$ cat config.mk
export PLATFORM = sky130hd
export DESIGN_NAME = ser_status
export DESIGN_NICKNAME = d
export VERILOG_FILES = /design/src/ser_pkg.sv /design/src/ser_evt_if.sv /design/src/ser_status.sv /design/src/ser_evt_group.sv
export SDC_FILE = /design/constraint.sdc
export NUM_CORES = 1
export LEC_CHECK = 0
export ABC_AREA = 1
export BUFFER_PORTS_ARGS = -buffer_cell sky130_fd_sc_hd__buf_2
export CORE_UTILIZATION = 43
export CTS_BUF_LIST = sky130_fd_sc_hd__clkbuf_4 sky130_fd_sc_hd__clkbuf_8 sky130_fd_sc_hd__clkbuf_16
export CTS_CLUSTER_SIZE = 24
export DETAILED_ROUTE_END_ITERATION = 8
export GPL_TIMING_DRIVEN = 0
export MAX_ROUTING_LAYER = met4
export PLACE_DENSITY_LB_ADDON = 0.15
export SLEW_MARGIN = 20
export SYNTH_ARGS = -nofsm -noshare
export SYNTH_HDL_FRONTEND = slang
export SYNTH_SLANG_ARGS = --single-unit
$ cat constraint.sdc
create_clock -name clk -period 1.4 [get_ports clk]
set_input_delay 0.21 -clock clk [delete_from_list [all_inputs] [get_ports clk]]
set_output_delay 0.21 -clock clk [all_outputs]
set_load 0.02 [all_outputs]
$ cat src/ser_pkg.sv
package ser_pkg;

    // ==========================================
    // standard event bit positions
    localparam int SE_OPC = 0;
    localparam int SE_QUERY = 2;
    localparam int SE_DEVICE = 3;
    localparam int SE_EXEC = 4;
    localparam int SE_CMD = 5;
    localparam int SE_PON = 7;
    localparam logic [7:0] SE_USED = 8'hBD;

    // ==========================================
    // questionable bit positions
    localparam int QE_VOLT = 0;
    localparam int QE_CURR = 1;
    localparam int QE_OHMS = 9;
    localparam int QE_LIM_LO = 11;
    localparam int QE_LIM_HI = 12;
    localparam logic [15:0] QE_USED = 16'h1A03;

    // ==========================================
    // status byte positions
    localparam int SB_QUES = 3;
    localparam int SB_MAV = 4;
    localparam int SB_ESB = 5;

    // ==========================================
    // reset values
    localparam logic [7:0] SE_LATCH_RST = 8'h80;
    localparam logic [15:0] QE_LATCH_RST = 16'h0000;
    localparam logic [7:0] SE_MASK_RST = 8'h00;
    localparam logic [15:0] QE_MASK_RST = 16'h0000;

    // ==========================================
    // overload source
    typedef enum logic [1:0] {SER_OVL_NONE, SER_OVL_VOLT, SER_OVL_CURR, SER_OVL_OHMS} ser_ovl_t;

endpackage

$ cat src/ser_evt_if.sv
`timescale 1ns/10ps
interface ser_evt_if #(parameter int W = 8);
    logic [W-1:0] set_bits;
    logic clear;
    logic [W-1:0] mask;
    logic [W-1:0] latch;
    logic summary;
    modport owner (output set_bits, output clear, output mask, input latch, input summary);
    modport group (input set_bits, input clear, input mask, output latch, output summary);
endinterface

$ cat src/ser_status.sv
`timescale 1ns/10ps
// Behaviour
// - set bit 0 when all commands through an operation-complete command finish
// - set bit 2 on empty read, unread query overrun, or both buffers full
// - set bit 3 on self-test failure, calibration failure or reading overload
// - set bit 4 when a command fails during execution
// - set bit 5 on a command syntax error
// - set bit 7 after power cycle until queried or cleared
// - error events on bits 2 to 5 push an error queue entry, overloads excepted
// - overload sets bit 3 and matching quality bit, no queue entry
// - masked OR of standard events forms status byte bit 5
// - clear-status or standard event read clears standard event latch
// - standard mask cleared by zero write, or power-on if clear setting is 1
// - quality bit 0 on voltage-type overload, bit 1 on current overload
// - quality bit 9 on two or four wire resistance overload
// - limit test sets bit 11 below low limit, bit 12 above high
// - masked OR of quality events forms the quality summary bit
// - clear-status or quality event read clears quality latch
// - quality mask cleared at every power-on, on preset, and zero write
// - message available rises at first trigger, falls when buffer fully read
// - armed readings raise message available only after all are transferred
// - output buffer full before pending completion command stops readings
// - event bits latch until cleared; reset and device clear leave them
module ser_status
    import ser_pkg::*;
(
    // system; rst is the power-on event
    input wire logic clk,
    input wire logic rst,
    input wire logic ce,
    // non-volatile power-on clear setting
    input wire logic psc_setting,
    // command decoder strobes
    input wire logic cls_cmd,
    input wire logic esr_query,
    input wire logic ese_write,
    input wire logic [7:0] ese_value,
    input wire logic ques_event_query,
    input wire logic ques_enable_write,
    input wire logic [15:0] ques_enable_value,
    input wire logic status_preset,
    input wire logic opc_done,
    // error sources
    input wire logic query_empty_read,
    input wire logic query_interrupted,
    input wire logic query_deadlock,
    input wire logic selftest_fail,
    input wire logic cal_fail,
    input wire logic exec_error,
    input wire logic syntax_error,
    input wire logic [4:0] exec_code,
    // measurement sources
    input wire logic ovl_valid,
    input wire ser_ovl_t ovl_kind,
    input wire logic limit_lo_fail,
    input wire logic limit_hi_fail,
    // output buffer and trigger
    input wire logic first_trigger,
    input wire logic armed_mode,
    input wire logic armed_all_xfer,
    input wire logic out_buf_empty,
    input wire logic out_buf_full,
    input wire logic opc_pending,
    // register views
    output logic [7:0] std_event_latch,
    output logic [7:0] std_event_mask,
    output logic [15:0] qual_event_latch,
    output logic [15:0] qual_event_mask,
    output logic [7:0] status_summary,
    // error queue push and reading stall
    output logic err_push,
    output logic [2:0] err_kind,
    output logic reading_stall
);
    ser_evt_if #(.W(8)) se_if ();
    ser_evt_if #(.W(16)) qe_if ();

    logic [7:0] standard_event_mask;
    logic [7:0] next_standard_event_mask;
    logic [15:0] quality_event_mask;
    logic [15:0] next_quality_event_mask;
    logic mav;
    logic next_mav;
    logic [7:0] pon_mask;
    logic next_err_push;
    logic [2:0] next_err_kind;
    logic next_stall;
    logic [7:0] se_set;
    logic [15:0] qe_set;

    // ==========================================
    // event sources
    always_comb
    begin
        se_set = '0;
        se_set[SE_OPC] = opc_done;
        se_set[SE_QUERY] = query_empty_read | query_interrupted | query_deadlock;
        se_set[SE_DEVICE] = selftest_fail | cal_fail | (ovl_valid && ovl_kind != SER_OVL_NONE);
        se_set[SE_EXEC] = exec_error;
        se_set[SE_CMD] = syntax_error;
        qe_set = '0;
        qe_set[QE_VOLT] = ovl_valid && ovl_kind == SER_OVL_VOLT;
        qe_set[QE_CURR] = ovl_valid && ovl_kind == SER_OVL_CURR;
        qe_set[QE_OHMS] = ovl_valid && ovl_kind == SER_OVL_OHMS;
        qe_set[QE_LIM_LO] = limit_lo_fail;
        qe_set[QE_LIM_HI] = limit_hi_fail;
    end

    assign se_if.set_bits = se_set;
    assign se_if.clear = cls_cmd | esr_query;
    // summaries use the mask of the same edge, so a mask write shows at once
    assign se_if.mask = rst ? pon_mask : next_standard_event_mask;
    assign qe_if.set_bits = qe_set;
    assign qe_if.clear = cls_cmd | ques_event_query;
    assign qe_if.mask = rst ? QE_MASK_RST : next_quality_event_mask;

    // power-on bit starts set through the reset value
    ser_evt_group #(.W(8), .USED(SE_USED), .RST_VAL(SE_LATCH_RST)) u_std (
        .clk(clk),
        .rst(rst),
        .ce(ce),
        .g(se_if)
    );

    ser_evt_group #(.W(16), .USED(QE_USED), .RST_VAL(QE_LATCH_RST)) u_qual (
        .clk(clk),
        .rst(rst),
        .ce(ce),
        .g(qe_if)
    );

    // ==========================================
    // masks, message available, error queue, stall
    always_comb
    begin
        next_standard_event_mask = standard_event_mask;
        next_quality_event_mask = quality_event_mask;
        // power-on keeps the standard mask unless the stored clear setting is on;
        // with the setting off the very first power-on leaves the mask undefined
        pon_mask = psc_setting ? SE_MASK_RST : standard_event_mask;
        if (ese_write)
        begin
            next_standard_event_mask = ese_value & SE_USED;
        end
        if (status_preset)
        begin
            next_quality_event_mask = QE_MASK_RST;
        end
        else if (ques_enable_write)
        begin
            next_quality_event_mask = ques_enable_value & QE_USED;
        end
        // set wins over the clear of the read-out
        next_mav = mav;
        if (out_buf_empty)
        begin
            next_mav = 1'b0;
        end
        if (armed_mode ? armed_all_xfer : first_trigger)
        begin
            next_mav = 1'b1;
        end
        // overloads never reach the error queue
        next_err_push = query_empty_read | query_interrupted | query_deadlock
            | selftest_fail | cal_fail | exec_error | syntax_error;
        next_err_kind = 3'h0;
        if (syntax_error)
        begin
            next_err_kind = 3'h5;
        end
        else if (exec_error)
        begin
            next_err_kind = 3'h4;
        end
        else if (selftest_fail | cal_fail)
        begin
            next_err_kind = 3'h3;
        end
        else if (next_err_push)
        begin
            next_err_kind = 3'h2;
        end
        next_stall = out_buf_full && opc_pending;
    end

    always_ff @(posedge clk)
    begin
        if (rst)
        begin
            // the quality mask always clears at power-on
            standard_event_mask <= pon_mask;
            quality_event_mask <= QE_MASK_RST;
            mav <= 1'b0;
            err_push <= 1'b0;
            err_kind <= 3'h0;
            reading_stall <= 1'b0;
        end
        else if (ce)
        begin
            standard_event_mask <= next_standard_event_mask;
            quality_event_mask <= next_quality_event_mask;
            mav <= next_mav;
            err_push <= next_err_push;
            err_kind <= next_err_kind;
            reading_stall <= next_stall;
        end
    end

    // ==========================================
    // register views; latches and summaries are flops in the group
    assign std_event_latch = se_if.latch;
    assign qual_event_latch = qe_if.latch;
    assign std_event_mask = standard_event_mask;
    assign qual_event_mask = quality_event_mask;
    assign status_summary = {2'b00, se_if.summary, mav, qe_if.summary, 3'b000};

    // exec_code reserved for queue detail, kept for decoder compatibility
    logic unused_code;
    assign unused_code = ^exec_code;
endmodule

$ cat src/ser_evt_group.sv
`timescale 1ns/10ps
module ser_evt_group #(
    parameter int W = 8,
    parameter logic [W-1:0] USED = '1,
    parameter logic [W-1:0] RST_VAL = '0
) (
    // system
    input wire logic clk,
    input wire logic rst,
    input wire logic ce,
    // group port
    ser_evt_if.group g
);
    logic [W-1:0] latch;
    logic [W-1:0] next_latch;
    logic summary;
    logic next_summary;

    // ==========================================
    // latch: set beats clear so no event is lost
    always_comb
    begin
        next_latch = g.clear ? '0 : latch;
        next_latch = (next_latch | g.set_bits) & USED;
        next_summary = |(next_latch & g.mask & USED);
    end

    always_ff @(posedge clk)
    begin
        if (rst)
        begin
            latch <= RST_VAL;
            // a mask kept over power-on must already see the power-on bit
            summary <= |(RST_VAL & g.mask & USED);
        end
        else if (ce)
        begin
            latch <= next_latch;
            summary <= next_summary;
        end
    end

    assign g.latch = latch;
    assign g.summary = summary;
endmodule

* After elaboration in Yosys (flattened, before gate mapping)
Index checks and enable logic that the tools add are counted.
** Operators by class
- $add $sub $neg :: 0
- $mul :: 0
- Divide/modulo/power cells :: 0
- Magnitude comparators :: 0
- Equality and inequality tests :: 3
- Shift operators :: 0
- Muxes and demuxes :: 19
- Bitwise gates (word level) :: 14
- Reductions and logical operators :: 11
** Operator list (number)
- 8-bit two-way mux :: 6
- 16-bit two-way mux :: 2
- 13-bit two-way mux :: 2
- 13-bit AND :: 1
- 13-bit OR :: 1
- 1-bit OR :: 10
- 8-bit AND :: 1
- 8-bit by 6-bit OR with 8-bit output :: 1
- 3-bit two-way mux :: 2
- 2-bit nonzero test :: 3
- 6-bit OR reduction :: 1
- 1-bit logical AND :: 5
- 1-bit two-way mux :: 5
- 5-bit OR reduction :: 1
- 2-bit equality test, second input constant :: 2
- 2-bit two-way mux :: 2
- 2-bit by 1-bit equality test with 1-bit output, second input constant :: 1
- 2-bit AND reduction :: 1
** Word-level totals
- Bits in registers :: 43
- Bits in latches :: 0
- Bits in writable memories :: 0
- ROM bits :: 0
- Input bits :: 58
- Output and inout port bits :: 61
- Logic and storage cells :: 57
- Memories :: 0

* Logic depth before layout (Yosys ltp)
Gate-level depths: netlist of the first run.
- Depth in word-level cells :: 10
- Depth in mapped cells :: 11
- Depth with buffers taken out :: 11

* By module
From an unflattened synthesis of the first run, not the netlist that was laid out.
** Unflattened totals
- Cells, all modules :: 316
- Area total of the unflattened synthesis :: 2277.2 um^2
** Modules (own cells, without submodules)
- ser_status :: times used 1, cells each 198, area an instance 1512.7 um^2, seq. area each 680.7 um^2
- ser_evt_group at u_qual :: times used 1, cells each 66, area an instance 400.4 um^2, seq. area each 120.1 um^2
- ser_evt_group at u_std :: times used 1, cells each 52, area an instance 364.1 um^2, seq. area each 150.1 um^2

* Least setup slack after synthesis of the first run
No wires, ideal clock.
- Kind :: flip-flop to flip-flop
- Start :: register standard_event_mask[5] (netlist: std_event_mask[5])
- End :: register u_std.summary (netlist: u_std.g.summary), data pin
- Setup time :: 0.254 ns
- Data arrival time :: 1.081 ns
- Data required time :: 1.146 ns
- Slack :: 0.065 ns
- Cell stages (with the launch flop) :: 8
- Buffers on the path :: 0
- Clock period less this slack :: 1.335 ns
- Cells stage by stage :: edfxtp_1 or2_1 nand3_1 nand2_1 nor2_1 nand2_1 nand2_1 nand2_1
** Between the ends
- Longest elaborated chain between the ends :: 6
- Elaborated cells between the ends (all ways) :: 7
- Classes of those cells :: mux (5); bitwise (1); reduce/logical (1)
** Ends and longest elaborated chain
- start, declared :: RTL line ser_status.sv:78 : logic [7:0] standard_event_mask;
- start signal, assigned :: RTL line ser_status.sv:191 : standard_event_mask <= pon_mask;
- start signal, assigned :: RTL line ser_status.sv:200 : standard_event_mask <= next_standard_event_mask;
- 8-bit two-way mux, on equally long branches :: RTL line ser_status.sv:141, ser_status.sv:140
- 8-bit two-way mux * :: RTL line ser_status.sv:112 : assign se_if.mask = rst ? pon_mask : next_standard_event_mask;
- 8-bit AND * :: RTL line ser_evt_group.sv:25 : next_summary = |(next_latch & g.mask & USED);
- 6-bit OR reduction * :: RTL line ser_evt_group.sv:25
- 1-bit two-way mux * :: RTL line ser_evt_group.sv:36 : else if (ce)
- 1-bit two-way mux * :: RTL line ser_evt_group.sv:30 : if (rst)
- end signal, assigned :: RTL line ser_evt_group.sv:34 : summary <= |(RST_VAL & g.mask & USED);
- end signal, assigned :: RTL line ser_evt_group.sv:39 : summary <= next_summary;
- end, declared :: RTL line ser_evt_group.sv:16 : logic summary;
Every way passes the cells marked *; elsewhere a longest branch is shown, timed or not. The select of a mux whose other input is x is not followed.
A chain may end at the register's enable or synchronous reset.

* Worst setup path after layout of the first run
- Start :: register standard_event_mask[0] (netlist: std_event_mask[0])
- End :: register u_std.summary (netlist: u_std.g.summary), data pin
Same word-level chain as after synthesis.

==> metrics list, run 1 <==
- Final worst slack: about 0.10 ns
- After synthesis, the mean cell area works out to about 7.3 sq um.
* Final global-route overflow total: 0
- The tool flagged a number of max-cap violations equal to 0.
- Height of the chip: 69.6 um
- On the critical path, the stage with the largest delay is an instance of edfxtp_1.
* Sum of net half-perimeters after detailed placement: 3620 um
- Wires add up to 4690 um.
- After detailed routing, the number of remaining DRC violations is 0.
- Across the whole layout, storage elements account for 831 sq um.
- STA classifies the critical path startpoint as a register.
* Setup slack on the worst flop-to-flop path: 0.10 ns
* Antenna violations before repair: 0
- The count of nets left with antenna violations once routing finished came out at 0.
- TritonCTS built the clock tree.
- After clock tree synthesis, the repair step resized 0 gates.
- Worst Path Required: 1.45 ns
- Entering global routing, the biggest net connects 13 pins.
* Delay of the slowest cell on the worst path: roughly 0.42 ns
* Core region area: 4380 sq um
- The die is just under 70 um wide.
* Later-pin clock latency in the skew report: around 0.29 ns
- Clock Pin Slew Worst Setup and Hold Paths: 0.08 ns
- At the end of routability-driven placement, the weighted congestion stood at 0.746.
- Count of port buffers added during placement: 75
- Of the cells placed in the final design, the portion with a size suffix greater than 1 is 32.5%.
* Cell count after placement: 418
- Worst Path Max Fanout: 3
- Multi-input gate area in the final layout: ~870 sq um
- Number of buffers added by the clock tree synthesis step: 5
* Flip-flop and latch count after synthesis: 38
- Global router's overall resource usage: 20.5%
* Number of buffers on the longest clock path: 2
* Clock period minus final worst setup slack: 1.30 ns
* Area fraction of the dominant cell type after synthesis: 31.6%
- Post-synth top area cell: dfxtp_1
- Data arrival time of the critical path: ~1.4 ns
- The count of final hold-check violations came to 0.
- The critical path is of the reg -> reg type.
- The initial utilization of the core area, before any placement, comes to 44.8%.
- Vias/cell: 4.53
- Kind of path behind the tightest hold check: in -> reg
* Layout Cells excl Fill: 427
- Timing would allow up to a little under 800 MHz.
* Core Rows: 24
- Pin placement for this block handled about 120 I/O pins.
- Counting stages on the worst path, the most repeated cell is nand2_1.
- Before CTS, the worst setup slack after placement is 0.00380 ns.
- Number of DRC markers after the initial detailed-route iteration: 76
- The signal on the critical path passes through or2_1 > nand3_1 > nand2_1 > nor2_1 > nand2_1 > nand2_1 > nand2_1.
* Number of buffers and inverters on the critical path: 0
- Setup violations remaining at the end of the flow were counted as 0.
- Clock tree sinks: 38
* Transition time at the pin with the least slew margin: 0.614 ns
- CTS root buf: clkbuf_8
- Count of mapped cells out of synthesis: 269
* Endpoint kind of the worst setup timing path: register
* Sequential fraction of the synthesis area: 42.3%
* Number of global-route vias before repair: 1,712
- Distinct cell type count of the synthesized netlist: 25
- The H-tree was split into 2 levels.
- RSZ-0062 raised after global routing: true
- The final layout contains 432 nets.
* Warning count from the yosys run: 0
- Summing over every cut layer, the via total after detailed routing is 1,933.
- Largest voltage drop on the vdd net: 646 uV
* Worst setup skew after layout: 0.00899 ns
- Synthesis-to-finish area growth: 34.0%
- Power density normalized to cell area: between 1000 and 1500 nW/um^2
- In the layout the commonest cells are 80 x buf_2, 76 x nand2_1, 31 x dfxtp_1.
- The mapped netlist covers 1970 sq um.
- Number of pins with negative max-slew slack in the final report: 0
- Dominant delay contributor by cell family on the critical path: simple AND/OR/NAND/NOR gates
- Worst slew margin relative to its limit: 59.0%
- Fill cell count: 446
- Leakage power: between 1 and 1.5 nW
- Final antenna diode count: 0
* Run status: completed
- Leaving out fill and tap cells, the most frequent cell in the layout is buf_2.
- Final period utilization: 92.6%
* First-pass detailed-route iteration total: 4
- The first global-routing pass estimated 7720 um of wire.
* Top cells by area in the synthesized netlist: dfxtp_1 32%, nand2_1 15%, edfxtp_1 11%
* Average wire per standard cell: ~11 um
- The floorplan step defined a die boundary enclosing 4850 sq um.
-- flip-flops by register name, summed over array words and instances, names as in the netlist --
name              flops
mav                   1
u_qual.g.summary      1
err_kind              3
reading_stall         1
u_std.g.summary       1
u_qual.g.latch        5
std_event_mask        6
u_std.g.latch         6
err_push              1
qual_event_mask      13
-- area by class of cell --
cell class                      count  share of cell area, %
Timing Repair Buffer               76                   14.5
Clock inverter                      1                   1.14
Sequential cell                    38                   31.5
Clock buffer                        7                   4.09
Multi-Input combinational cell    196                   33.1
Inverter                           22                   3.23
Tap cell                           52                   2.47
Buffer                             35                   9.93
-- stage by stage --
step | total power (W) | TNS [ns] | hold WS (ns) | cell area (sq um) | util, %
global placement | 0.00180 | 0 | 0.429 | 2490 | 56.8
global route | 0.00300 | -0.0267 | 0.139 | 2630 | 60.1
detailed placement | 0.00181 | 0 | 0.436 | 2490 | 56.8
CTS | 0.00289 | 0 | 0.125 | 2630 | 59.9
floorplan | 0.00163 | 0 | 0.366 | 2050 | -
finish | 0.00287 | 0 | 0.127 | 2630 | 60.1
-- worst paths after layout --
kind                      startpoint            endpoint  depth (start not counted)
hold reg to reg   qual_event_mask[7]  qual_event_mask[7]                          2
hold / removal                   rst                 mav                          2
setup reg to reg   std_event_mask[0]     u_std.g.summary                          7
setup / recovery   std_event_mask[0]     u_std.g.summary                          7
-- per-layer routing --
metal | up-vias | part of all wire, % | GRT usage [%]
met5 | - | 0 | -
met4 | 0 | 1.1 | 6.22
met3 | 6 | 5.6 | 4.80
met2 | 63 | 47 | 33.1
met1 | 840 | 46 | 25.5
li1 | 1024 | - | -
-- logic make-up (layout without fill, tap and decap cells) --
| family | Yosys count | after routing | synth area share, % |
|---|---|---|---|
| DFF | 38 | 38 | 42.3 |
| AOI/OAI and AO/OA | 44 | 44 | 12.7 |
| buffers and inverters | 57 | 141 | 17.6 |
| other | 1 | 23 | 0.191 |
| and+or+nand+nor | 129 | 129 | 27.2 |
-- worst register-to-register path, delay by kind of cell, from the launching register on --
family / cells / cell delay (ns)
flip-flops: 1 / 0.42
AND/OR/NAND/NOR: 7 / 0.63
-- power by group --
part	switching (W)	internal [W]	leakage [nW]
logic	0.000344	0.000223	1.06
registers	0.0000375	0.00118	0.329
clock network	0.000400	0.000688	0.0696
-- what timing repair did --
| action | CTS | global route |
|---|---|---|
| hold buffers | 0 | 0 |
| setup buffers | 0 | 1 |
| setup endpoints to repair | 0 | 1 |
-- cells in the mapped netlist (all sizes together) --
cell	instances
o22ai	1
a21boi	3
o21ai	24
nor2	26
or2	4
o21bai	2
inv	22
a31oi	4
o211a	1
dfxtp	31
conb	1
a21oi	7
o211ai	2
nand3	18
and2	1
nand2	78
nand4	1
buf	35
edfxtp	7
nand3b	1
Note: power is estimated with default switching activity, not from simulation.
==> run 2, diff against run 1 <==
Settings changed: ABC_AREA 1 to 0, CORE_UTILIZATION 43 to 42, REMOVE_ABC_BUFFERS set to 1.
==> run 2 against run 1 <==
  * The run now ends with setup timing left
  * Combinational power down 15%
  * Die area down 2.2%
  * Highest routed layer unchanged
  * Final area down 13%
  * Clock power down 29%
  * Critical endpoint unchanged
  * Sequential share of layout area up 4.9 points
==> metrics list, run 2 <==
- The cell area that synthesis handed to floorplanning was 1880 sq um.
* Global router's overall resource usage: 17.2%
- For this design the ratio of total power to cell area is approximately 1100 nW/um^2.
- Endpoint kind of the worst setup timing path: register
- In this run the tightest slew margin relative to its limit is 50.6%.
- Core region area: between 4000 and 5000 sq um
- In the routed design, unresolved DRC markers number 0.
* Initial core utilization: 45.3%
- RSZ-0062 raised after global routing: true
- Count of mapped cells out of synthesis: 198
- The checks that failed: setup timing.
* Distinct cell type count of the synthesized netlist: 34
- Multi-input gate area in the final layout: roughly 870 sq um
* Layout Cells excl Fill: 320
- In this run the critical register-to-register path is launched from std_event_mask[4].
* # IOs: 119
* Number of endpoints with negative hold slack in the final report: 0
- Of the cells placed in the final design, the portion with a size suffix greater than 1 is roughly 34%.
* Register area: a little over 800 sq um
* Area fraction of the dominant cell type after synthesis: 33.1%
* Highest achievable clock rate: 682 MHz
- Dividing the final minimum period by the clock period gives 105%.
- Share of the synthesized netlist area taken by xor and xnor gates: 0%
- After detailed routing, the average wire length per cell comes to 11.9 um.
* Kind of path behind the tightest hold check: in -> reg
- The max-slew violation total from the final report came to 0.
- The library cells used most frequently in the layout, excluding fill and tap cells, are 75 x buf_2, 31 x nor2_1, 31 x dfxtp_1.
* Fill cell count: 409
- The register with the most flip-flops in the layout has 13 of them.
* Cells along the critical path: buf_4 > o2bb2ai_2 > a221o_1 > o31a_1
* Number of buffers on the longest clock path: 2
- Timing analysis after detailed placement gives a worst setup slack of -0.420 ns.
- After synthesis, the cell types taking the most area are dfxtp_1 33%, edfxtp_1 11%, buf_4 11%.
- Sum of net half-perimeters after detailed placement: 2840 um
- The tree is rooted in a clkbuf_8.
* Number of buffers added by the clock tree synthesis step: 5
* Data arrival time of the critical path: 1.50 ns
- Final antenna diode count: 0
- Leakage power: 1.16 nW
- Final worst slack: -0.0657 ns
- Number of DRC markers after the initial detailed-route iteration: 78
- Post-synth top area cell: dfxtp_1
* Run status: finished, violations left
- The synthesized design contains 7 enable-type register cells.
- Adder-cell area share of the yosys netlist: 0%
- Kind of start point of the critical path: register
* Routability congestion estimate from global placement: 0.804
- H-tree depth: 2
* Startpoint of the worst hold path: opc_done
* Post-synth top cells: 31 x dfxtp_1, 31 x nor2_1, 27 x buf_4, 17 x mux2i_1, 10 x a22oi_1
- Across the routed clock network, the largest skew measured is 0.00501 ns.
- Clock Pin Slew Worst Setup and Hold Paths: 0.07 ns
* Synthesis-to-finish area growth: 21.4%
- First-pass detailed-route iteration total: 4
- Max-capacitance violation count: 0
- The detailed router placed 1,536 vias in this run.
* Total setup violations reported at the end of the flow: 1
- Cell with the largest stage delay on the worst path: edfxtp_1
- Remaining number of nets flagged by the antenna check after routing: 0
- Final Net Count: 327
* CTS hold repair buffers: 0
- Warning count from the yosys run: 0
* Clock tree sinks: 38
* Vias/cell: 4.80
* Synthesized-area fraction occupied by ao, oa, aoi and oai cells: 17.8%
- Share of flip-flops with an asynchronous set or reset: 0%
- Sequential fraction of the synthesis area: 44.3%
* X dimension of the die: approximately 70 um
- Setup total negative slack on the finished layout was measured at -0.0657 ns.
- First element of the critical path: std_event_mask[4]
- In this run the vertical extent of the chip is 68.8 um.
- Summing the areas of all and, or, nand and nor instances in the mapped netlist gives around an eighth of the synthesized area.
* Count of port buffers added during placement: 77
* Portion of netlist area occupied by mux cells: 9.67%
- Delay of the slowest cell on the worst path: 0.41 ns
* Post-Synthesis Mean Instance Area: 9.48 sq um
- Leading cell type in the layout, fill and taps excluded: buf_2
* Largest voltage drop on the vdd net: 681 uV
- For the pin with the worst max-slew slack, the measured transition is 0.733 ns.
* Later-pin clock latency in the skew report: 0.28 ns
- Final global-route overflow total: 0
* Cell count after placement: a little over 300
* Worst Path Required: 1.44 ns
* Core Rows: 23
- Flip-flop and latch count after synthesis: 38
- Main combinational cell family by area after synthesis: compound AO/OA/AOI/OAI gates
* TritonCTS clock tree: yes
* Worst Path Max Fanout: 3
- After detailed routing, the total wire length is 3790 um.
- The floorplan step defined a die boundary enclosing 4740 sq um.
* Clock period minus final worst setup slack: between 1 and 1.5 ns
- Among all flip-flop cells after synthesis, the most frequent one is dfxtp_1.
- The number of antenna violations at the first check in global routing came to 0.
* Global-route wire length before repair: roughly 5800 um
- Pin count of the biggest net entering global routing: 36
- The setup path with the least slack is of type reg -> reg.
- Number of global-route vias before repair: between 1k and 1.5k
-- run 2: cell types whose count changed after synthesis, moves of 7 or more --
cell | before | now
nand3_1 | 18 | 2
and2_1 | 1 | 8
mux2i_1 | 0 | 17
nand2_1 | 76 | 6
o21ai_0 | 24 | 5
inv_1 | 21 | 6
a22oi_1 | 0 | 10
-- run 2: report_power, final --
| group | internal, W | switching, W | leakage (nW) |
|---|---|---|---|
| Clock | 0.000416 | 0.000356 | 0.0517 |
| Sequential | 0.00118 | 0.0000371 | 0.329 |
| Combinational | 0.000182 | 0.000300 | 0.783 |
| Total | 0.00178 | 0.000694 | 1.16 |
-- run 2: final cells by class --
type / instances / share of cell area [%]
Timing Repair Buffer: 78 / 17.5
Clock inverter: 1 / 0.220
Inverter: 6 / 0.988
Sequential cell: 38 / 36.5
Multi-Input combinational cell: 140 / 38.2
Clock buffer: 7 / 3.95
Tap cell: 50 / 2.75
-- run 2: path summary, 6_finish.rpt --
check,endpoint,slack (ns),cells after the start
worst max-delay path,u_std.g.summary,-0.07,4
worst min-delay path,u_std.g.latch[0],0.20,3
worst max register to register,u_std.g.summary,-0.07,4
worst min register to register,qual_event_mask[10],0.46,1
-- run 2: what timing repair did --
item	4_1_cts	5_1_grt
buffers inserted	0	1
pin swaps	2	1
setup endpoints to repair	1	6
resized for setup	2	3
endpoints found under the hold margin	0	0
-- run 2: cell families (layout without fill, tap and decap cells) --
logic type / after synthesis / in the layout
flops: 38 / 38
other cells: 1 / 23
compound gates: 45 / 45
mux: 18 / 18
simple gates: 54 / 54
buf+inv: 42 / 92
-- run 2: stage by stage --
stage | util [%] | power, W | hold WS, ns | area [sq um]
finish | 55.0 | 0.00247 | 0.201 | 2280
global route | 55.0 | 0.00261 | 0.209 | 2280
CTS | 54.4 | 0.00249 | 0.191 | 2260
detailed placement | 51.9 | 0.00171 | 0.439 | 2150
global placement | 51.9 | 0.00171 | 0.437 | 2150
floorplan | - | 0.00152 | 0.279 | 1700
-- run 2: worst max-delay path, delay by kind of cell (launching register included) --
family | cells | cell delay [ns]
DFF | 1 | 0.41
AOI/OAI and AO/OA | 3 | 0.66
buffers and inverters | 1 | 0.16
-- run 2: metal layers --
| metal | track usage (%) | wire (um) |
|---|---|---|
| met1 | 21.5 | 1780 |
| met2 | 26.8 | 1660 |
| met3 | 4.44 | 297 |
| met4 | 5.61 | 56 |
| met5 | - | 0 |
